## src/inc/hbh_params.svh

```systemverilog
// Timing and field constants for the host bus handover block.
`ifndef HBH_PARAMS_SVH
`define HBH_PARAMS_SVH
`define HBH_CLK_PERIOD_NS   40
`define HBH_FLOAT_NS        40
`define HBH_FLOAT_CYC       \
  ((`HBH_FLOAT_NS + `HBH_CLK_PERIOD_NS - 1) / `HBH_CLK_PERIOD_NS)
`define HBH_PEER_COUNT      6
`define HBH_WAIT_STATES     2
`endif

```

## src/inc/hbh_pkg.sv

```systemverilog
// Types shared by the host bus handover block.
package hbh_pkg;
  typedef enum logic [1:0] {
    HBH_OWN   = 2'h0,
    HBH_FLOAT = 2'h1,
    HBH_GRANT = 2'h3,
    HBH_IDLE  = 2'h2
  } hbh_state_type;
endpackage

```

## src/design/hbh_handover.sv

```systemverilog
// Host bus handover arbiter with host register-access ready generation.
`timescale 1ns/1ps
`include "hbh_params.svh"

module hbh_handover #(
  parameter int PEERS = `HBH_PEER_COUNT,
  parameter int WAITS = `HBH_WAIT_STATES
) (
  input  wire logic             clk,                 // Input clock.
  input  wire logic             sys_rst,             // Sync reset, high.
  input  wire logic             clk_en,              // Freezes all state.
  input  wire logic             host_bus_request_n,  // Host request pin.
  input  wire logic             chip_select_n,       // Host select pin.
  input  wire logic [PEERS-1:0] peer_bus_requests_n, // Peer request pins.
  input  wire logic [PEERS-1:0] own_request_sel,     // One-hot own line.
  input  wire logic             own_request,         // Core wants the bus.
  input  wire logic             host_grant_pin_n,    // Grant pin level.
  output logic                  host_bus_grant_val,  // Grant drive value.
  output logic                  host_bus_grant_oe_n, // Low drives grant.
  output logic                  bus_release,         // Bus lines tristated.
  output logic                  is_master,           // This part owns bus.
  output logic                  own_bus_request_n,   // Own request drive.
  output logic                  host_access_ready_val, // Ready drive value.
  output logic                  host_access_ready_oe_n, // Low drives ready.
  output logic                  host_grant_seen      // Grant monitored.
);

  //--------------------------------------------------------------------
  // Pin synchronisers
  //--------------------------------------------------------------------
  logic [2:0] hbr_sync_ff;
  logic [2:0] cs_sync_ff;
  logic [2:0] hbg_sync_ff;
  logic [PEERS-1:0] peer_s1_ff, peer_s2_ff, peer_s3_ff;
  logic hbr_q_ff, cs_q_ff, hbg_q_ff;
  logic [PEERS-1:0] peer_q_ff;

  // Three flops each; a change counts once stages two and three agree.
  always_ff @(posedge clk) begin
    if (sys_rst) begin
      hbr_sync_ff <= 3'h7;
      cs_sync_ff  <= 3'h7;
      hbg_sync_ff <= 3'h7;
      peer_s1_ff  <= '1;
      peer_s2_ff  <= '1;
      peer_s3_ff  <= '1;
    end else if (clk_en) begin
      hbr_sync_ff <= {hbr_sync_ff[1:0], host_bus_request_n};
      cs_sync_ff  <= {cs_sync_ff[1:0], chip_select_n};
      hbg_sync_ff <= {hbg_sync_ff[1:0], host_grant_pin_n};
      peer_s1_ff  <= peer_bus_requests_n;
      peer_s2_ff  <= peer_s1_ff;
      peer_s3_ff  <= peer_s2_ff;
    end
  end

  // Filtered levels: update only when the last two stages agree.
  always_ff @(posedge clk) begin
    if (sys_rst) begin
      hbr_q_ff  <= 1'b1;
      cs_q_ff   <= 1'b1;
      hbg_q_ff  <= 1'b1;
      peer_q_ff <= '1;
    end else if (clk_en) begin
      if (hbr_sync_ff[1] == hbr_sync_ff[2]) hbr_q_ff <= hbr_sync_ff[2];
      if (cs_sync_ff[1] == cs_sync_ff[2]) cs_q_ff <= cs_sync_ff[2];
      if (hbg_sync_ff[1] == hbg_sync_ff[2]) hbg_q_ff <= hbg_sync_ff[2];
      peer_q_ff <= (peer_s2_ff & peer_s3_ff) |
                   (peer_q_ff & (peer_s2_ff ^ peer_s3_ff));
    end
  end

  //--------------------------------------------------------------------
  // Arbitration
  //--------------------------------------------------------------------
  wire host_req    = ~hbr_q_ff;
  wire host_sel    = ~cs_q_ff;
  wire peer_others = |(~peer_q_ff & ~own_request_sel);
  // The host outranks every peer, so a host win needs no peer check.
  wire host_wins   = host_req;
  wire take_bus    = own_request & ~host_req & ~peer_others;

  hbh_pkg::hbh_state_type state_ff, nxt_state;
  logic master_ff, nxt_master;
  logic [7:0] float_cnt_ff;

  // Grant path: float for a clock, grant, hold until request drops.
  always_comb begin
    nxt_state  = state_ff;
    nxt_master = master_ff;
    unique case (state_ff)
      hbh_pkg::HBH_IDLE: begin
        if (take_bus) begin
          nxt_state  = hbh_pkg::HBH_OWN;
          nxt_master = 1'b1;
        end
      end
      hbh_pkg::HBH_OWN: begin
        if (host_wins) nxt_state = hbh_pkg::HBH_FLOAT;
      end
      hbh_pkg::HBH_FLOAT: begin
        if (!host_req) nxt_state = hbh_pkg::HBH_OWN;
        else if (float_cnt_ff >= 8'(`HBH_FLOAT_CYC - 1))
          nxt_state = hbh_pkg::HBH_GRANT;
      end
      hbh_pkg::HBH_GRANT: begin
        if (!host_req) nxt_state = hbh_pkg::HBH_OWN;
      end
    endcase
  end

  always_ff @(posedge clk) begin
    if (sys_rst) begin
      state_ff     <= hbh_pkg::HBH_IDLE;
      master_ff    <= 1'b0;
      float_cnt_ff <= 8'h00;
    end else if (clk_en) begin
      state_ff     <= nxt_state;
      master_ff    <= nxt_master;
      float_cnt_ff <= (state_ff == hbh_pkg::HBH_FLOAT) ?
                      float_cnt_ff + 8'h01 : 8'h00;
    end
  end

  //--------------------------------------------------------------------
  // Output registers
  //--------------------------------------------------------------------
  wire nxt_grant_drive = master_ff & (nxt_state == hbh_pkg::HBH_GRANT);
  wire nxt_release     = nxt_state == hbh_pkg::HBH_FLOAT ||
                         nxt_state == hbh_pkg::HBH_GRANT ||
                         nxt_state == hbh_pkg::HBH_IDLE;
  // Non-masters only monitor the grant line; they never drive it.
  wire nxt_grant_oe_n  = ~nxt_grant_drive;

  logic [7:0] wait_cnt_ff;
  wire access   = host_sel & host_req;
  wire nxt_wait = access & (wait_cnt_ff < 8'(WAITS));

  always_ff @(posedge clk) begin
    if (sys_rst) begin
      host_bus_grant_val     <= 1'b1;
      host_bus_grant_oe_n    <= 1'b1;
      bus_release            <= 1'b1;
      is_master              <= 1'b0;
      own_bus_request_n      <= 1'b1;
      host_access_ready_val  <= 1'b1;
      host_access_ready_oe_n <= 1'b1;
      host_grant_seen        <= 1'b0;
      wait_cnt_ff            <= 8'h00;
    end else if (clk_en) begin
      host_bus_grant_val     <= 1'b0;
      host_bus_grant_oe_n    <= nxt_grant_oe_n;
      bus_release            <= nxt_release;
      is_master              <= nxt_master;
      own_bus_request_n      <= ~(own_request & ~nxt_master);
      // Open drain: drive low only while a wait state is inserted.
      host_access_ready_val  <= 1'b0;
      host_access_ready_oe_n <= ~nxt_wait;
      host_grant_seen        <= ~hbg_q_ff;
      wait_cnt_ff <= access ? (nxt_wait ? wait_cnt_ff + 8'h01 : wait_cnt_ff)
                            : 8'h00;
    end
  end
endmodule

```

## config.mk

```make
export PLATFORM = sky130hd
export DESIGN_NAME = hbh_handover
export DESIGN_NICKNAME = d
export VERILOG_FILES = /design/src/inc/hbh_pkg.sv /design/src/design/hbh_handover.sv
export VERILOG_INCLUDE_DIRS = /design/src /design/src/inc
export SDC_FILE = /design/constraint.sdc
export NUM_CORES = 1
export LEC_CHECK = 0
export BUFFER_PORTS_ARGS = -buffer_cell sky130_fd_sc_hd__clkbuf_2
export CAP_MARGIN = 20
export CORE_ASPECT_RATIO = 1.2
export CORE_MARGIN = 8
export CORE_UTILIZATION = 45
export DETAILED_ROUTE_END_ITERATION = 8
export GPL_ROUTABILITY_DRIVEN = 0
export GPL_TIMING_DRIVEN = 1
export PLACE_DENSITY = 0.64
export SYNTH_ARGS = -nofsm -noshare
export SYNTH_HDL_FRONTEND = slang
export SYNTH_SLANG_ARGS = --single-unit
```

## constraint.sdc

```tcl
create_clock -name clk -period 3.6 [get_ports clk]
set_input_delay 0.54 -clock clk [delete_from_list [all_inputs] [get_ports clk]]
set_output_delay 0.54 -clock clk [all_outputs]
set_load 0.005 [all_outputs]
```

==> flow_summary.json <==
{
  "status": "completed",
  "rsz0062_at_grt": "no",
  "path_max_fanout": 26,
  "slew_headroom": 0.6024,
  "cts-root-buf": "clkbuf_8",
  "synth_fp_nets": 236,
  "clock_skew_ns": 0.004378,
  "antenna_found_initial": 0,
  "cts_setup_buffers": 0,
  "grt_max_degree": 40,
  "p_seq_frac": 0.529,
  "wirelength_um": 3600,
  "post-route-min-period_ns": 1.873,
  "synthToLayoutAreaGrowth_pct": 15.48,
  "cts_resized": 0,
  "postRouteAntennaNets": 0,
  "tightest_slew_ns": 0.5901,
  "hold_viol_final": 0,
  "numClockSinks": 53,
  "drv_cap": 0,
  "num_rows": 27,
  "hold-path-endpoint": "peer_s1_ff[2]",
  "grt_pass1_wl_um": 6520,
  "port_buffers": 26,
  "p_sw_frac": 0.2110,
  "synthDistinctLibCells": 31,
  "overflow": 0,
  "multiInputGateArea_um2": 905.9,
  "r2r-end": "host_access_ready_oe_n",
  "p_clk_frac": 0.393,
  "clk-insertion-delay-late_ns": 0.30,
  "clk_pin_slew_ns": 0.09,
  "holdPathStages": 3,
  "drtIter0Drc": 119,
  "wl_per_cell_um": 12.37,
  "yosysWarnings": 0,
  "synthFlopType": "dfxtp_1",
  "cp.arrival_ns": 2.06,
  "fmax_mhz": 533.8,
  "cp_data_required_time_ns": 3.78,
  "nets": 258,
  "clock_path_buffers": 2,
  "setup_violations": 0,
  "peakVddDrop_v": 0.0002808,
  "die_w_um": 77.53,
  "start_util": 0.4550,
  "grtUsageTotal": 0.1117,
  "p_int_uw": 927.4,
  "cts_hold_buf": 0,
  "synth_edf_count": 0,
  "yosysSeqAreaShare": 0.5190,
  "critPathLaunchType": "input pin",
  "synthCells": 210,
  "nFillCells": 418,
  "die_y_um": 89.84,
  "period_share": 0.5204,
  "synthesis.area_mm2": 0.002044,
  "placed_cell_area_mm2": 0.002200,
  "grt_pass1_vias": 1440,
  "power_switching_uw": 248.0,
  "cellLeakagePower_uw": 0.001051,
  "ff2ff_setup_slack_ns": 1.94,
  "htreeDepth": 2,
  "antennaDiodeCount": 0,
  "path_class": "input pin to register",
  "drc": 0,
  "core_region_area_mm2": 0.004493,
  "cts_buffers": 5,
  "min-delay-start": "peer_bus_requests_n[2]",
  "io_pins": 27,
  "ys_ff_latch": 53,
  "die_area_mm2": 0.006965,
  "fin_tns_setup_ns": 0,
  "crit_path_end_kind": "register",
  "p_comb_frac": 0.077,
  "hold_path_class": "input pin to register",
  "drt-vias-per-instance": 5.003,
  "power_density_mw_per_mm2": 497.8,
  "via_count": 1456,
  "rr_worst_depth": 4,
  "synth.avg_cell_area_um2": 9.736,
  "reg2reg_from": "wait_cnt_ff[1]",
  "drt-pass1-iter-count": 4,
  "cts_tree": "done",
  "place_hpwl_um": 2462,
  "drive_gt1_frac": 0.1674,
  "register_area_mm2": 0.001061,
  "synth-async-reset-ratio": 0,
  "design_area_mm2": 0.002361,
  "drv_slew": 0
}
[Yosys cell counts, types with 2 or more instances]
library cell | count | area (um2)
inv_1 | 6 | 22.52
a211oi_1 | 2 | 15.01
a21oi_1 | 18 | 90.09
o21ai_0 | 16 | 80.08
nand2_1 | 34 | 127.6
and3_1 | 5 | 31.28
nor2b_1 | 2 | 12.51
nand2b_1 | 4 | 25.02
o22ai_1 | 2 | 12.51
ha_1 | 7 | 87.58
clkbuf_1 | 10 | 37.54
mux2i_1 | 24 | 240.2
dfxtp_1 | 53 | 1061
a211o_1 | 2 | 17.52
o211ai_1 | 3 | 22.52
nor2_1 | 6 | 22.52
buf_2 | 2 | 10.01
[power by group through the flow]
stage	Clock (uW)	Combinational [uW]	Sequential (uW)
after floorplan	0	64.9	632
after global placement	0	87.6	636
after detailed placement	0	88.8	636
after CTS	476	89.1	623
after global routing	497	105	625
final	462	91.0	622
[worst max-delay path by stage]
stage	from	endpoint	slack, ns	cells past startpoint
floorplan	clk_en	state_ff[1]	2.03	4
global placement	clk_en	host_access_ready_oe_n	1.39	5
detailed placement	clk_en	host_access_ready_oe_n	1.33	5
CTS	clk_en	host_access_ready_oe_n	1.65	5
global route	clk_en	host_access_ready_oe_n	1.51	5
finish	clk_en	host_access_ready_oe_n	1.73	5
[state kept, by name, indices dropped and copies added (netlist names), 2 cells and up]
| register | count |
|---|---|
| wait_cnt_ff | 8 |
| hbg_sync_ff | 3 |
| state_ff | 2 |
| peer_s3_ff | 6 |
| cs_sync_ff | 3 |
| peer_s2_ff | 6 |
| hbr_sync_ff | 3 |
| peer_s1_ff | 6 |
| peer_q_ff | 6 |
[through the flow]
| stage | util | instances | power (uW) | hold WS [ns] | setup slack [ns] |
|---|---|---|---|---|---|
| global route | 0.5255 | 291 | 1227 | 0.4501 | 1.512 |
| global placement | 0.4896 | 282 | 723.3 | 0.4423 | 1.386 |
| CTS | 0.5194 | 290 | 1188 | 0.4344 | 1.652 |
| detailed placement | 0.4896 | 282 | 725.1 | 0.4504 | 1.331 |
| finish | 0.5255 | 291 | 1175 | 0.4465 | 1.727 |
| floorplan | - | 210 | 697.0 | 0.4299 | 2.031 |
[layout by cell type, fill, tap and decap left out, types with 2 or more instances in the layout]
cell / Yosys / routed
a211o_1: 2 / 2
mux2i_1: 24 / 24
nand2_1: 34 / 34
a21oi_1: 18 / 18
clkbuf_8: 0 / 5
ha_1: 7 / 7
bufinv_16: 0 / 2
nor2b_1: 2 / 2
inv_1: 6 / 6
and3_1: 5 / 5
o21ai_0: 16 / 16
nand2b_1: 4 / 4
nor2_1: 6 / 6
dfxtp_1: 53 / 53
a211oi_1: 2 / 2
clkbuf_2: 0 / 26
o22ai_1: 2 / 2
o211ai_1: 3 / 3
[final cells by class]
class,instances,share of cell area
clock buffers,5,0.02915
clock inverters,3,0.02756
inverters,6,0.009539
multi-input cells,138,0.3837
flip-flops and latches,53,0.4494
well taps,58,0.03074
repair buffers,28,0.06995
[per-layer routing]
metal / share of wire / up-vias / GRT usage
li1: - / 774 / -
met1: 0.48 / 658 / 0.1327
met2: 0.47 / 18 / 0.1802
met3: 0.034 / 6 / 0.03187
met4: 0.018 / 0 / 0.05205
met5: 0 / - / 0
[worst max-delay path: stages]
cell and delay (ns):
clkbuf_2 0.43, inv_1 0.31, nor4b_4 0.37, nor3b_2 0.27, o21ai_0 0.13
[logic make-up (layout without fill, tap and decap cells)]
kind of cell	after synthesis	in the layout	share of synthesized area
AO/OA/AOI/OAI	49	49	0.1408
adder cells (fa/ha/maj)	7	7	0.04284
buffers and inverters	19	42	0.03795
flip-flops	53	53	0.5190
multiplexers	24	24	0.1175
AND/OR/NAND/NOR	58	58	0.1420
Note: power is estimated with default switching activity, not from simulation.
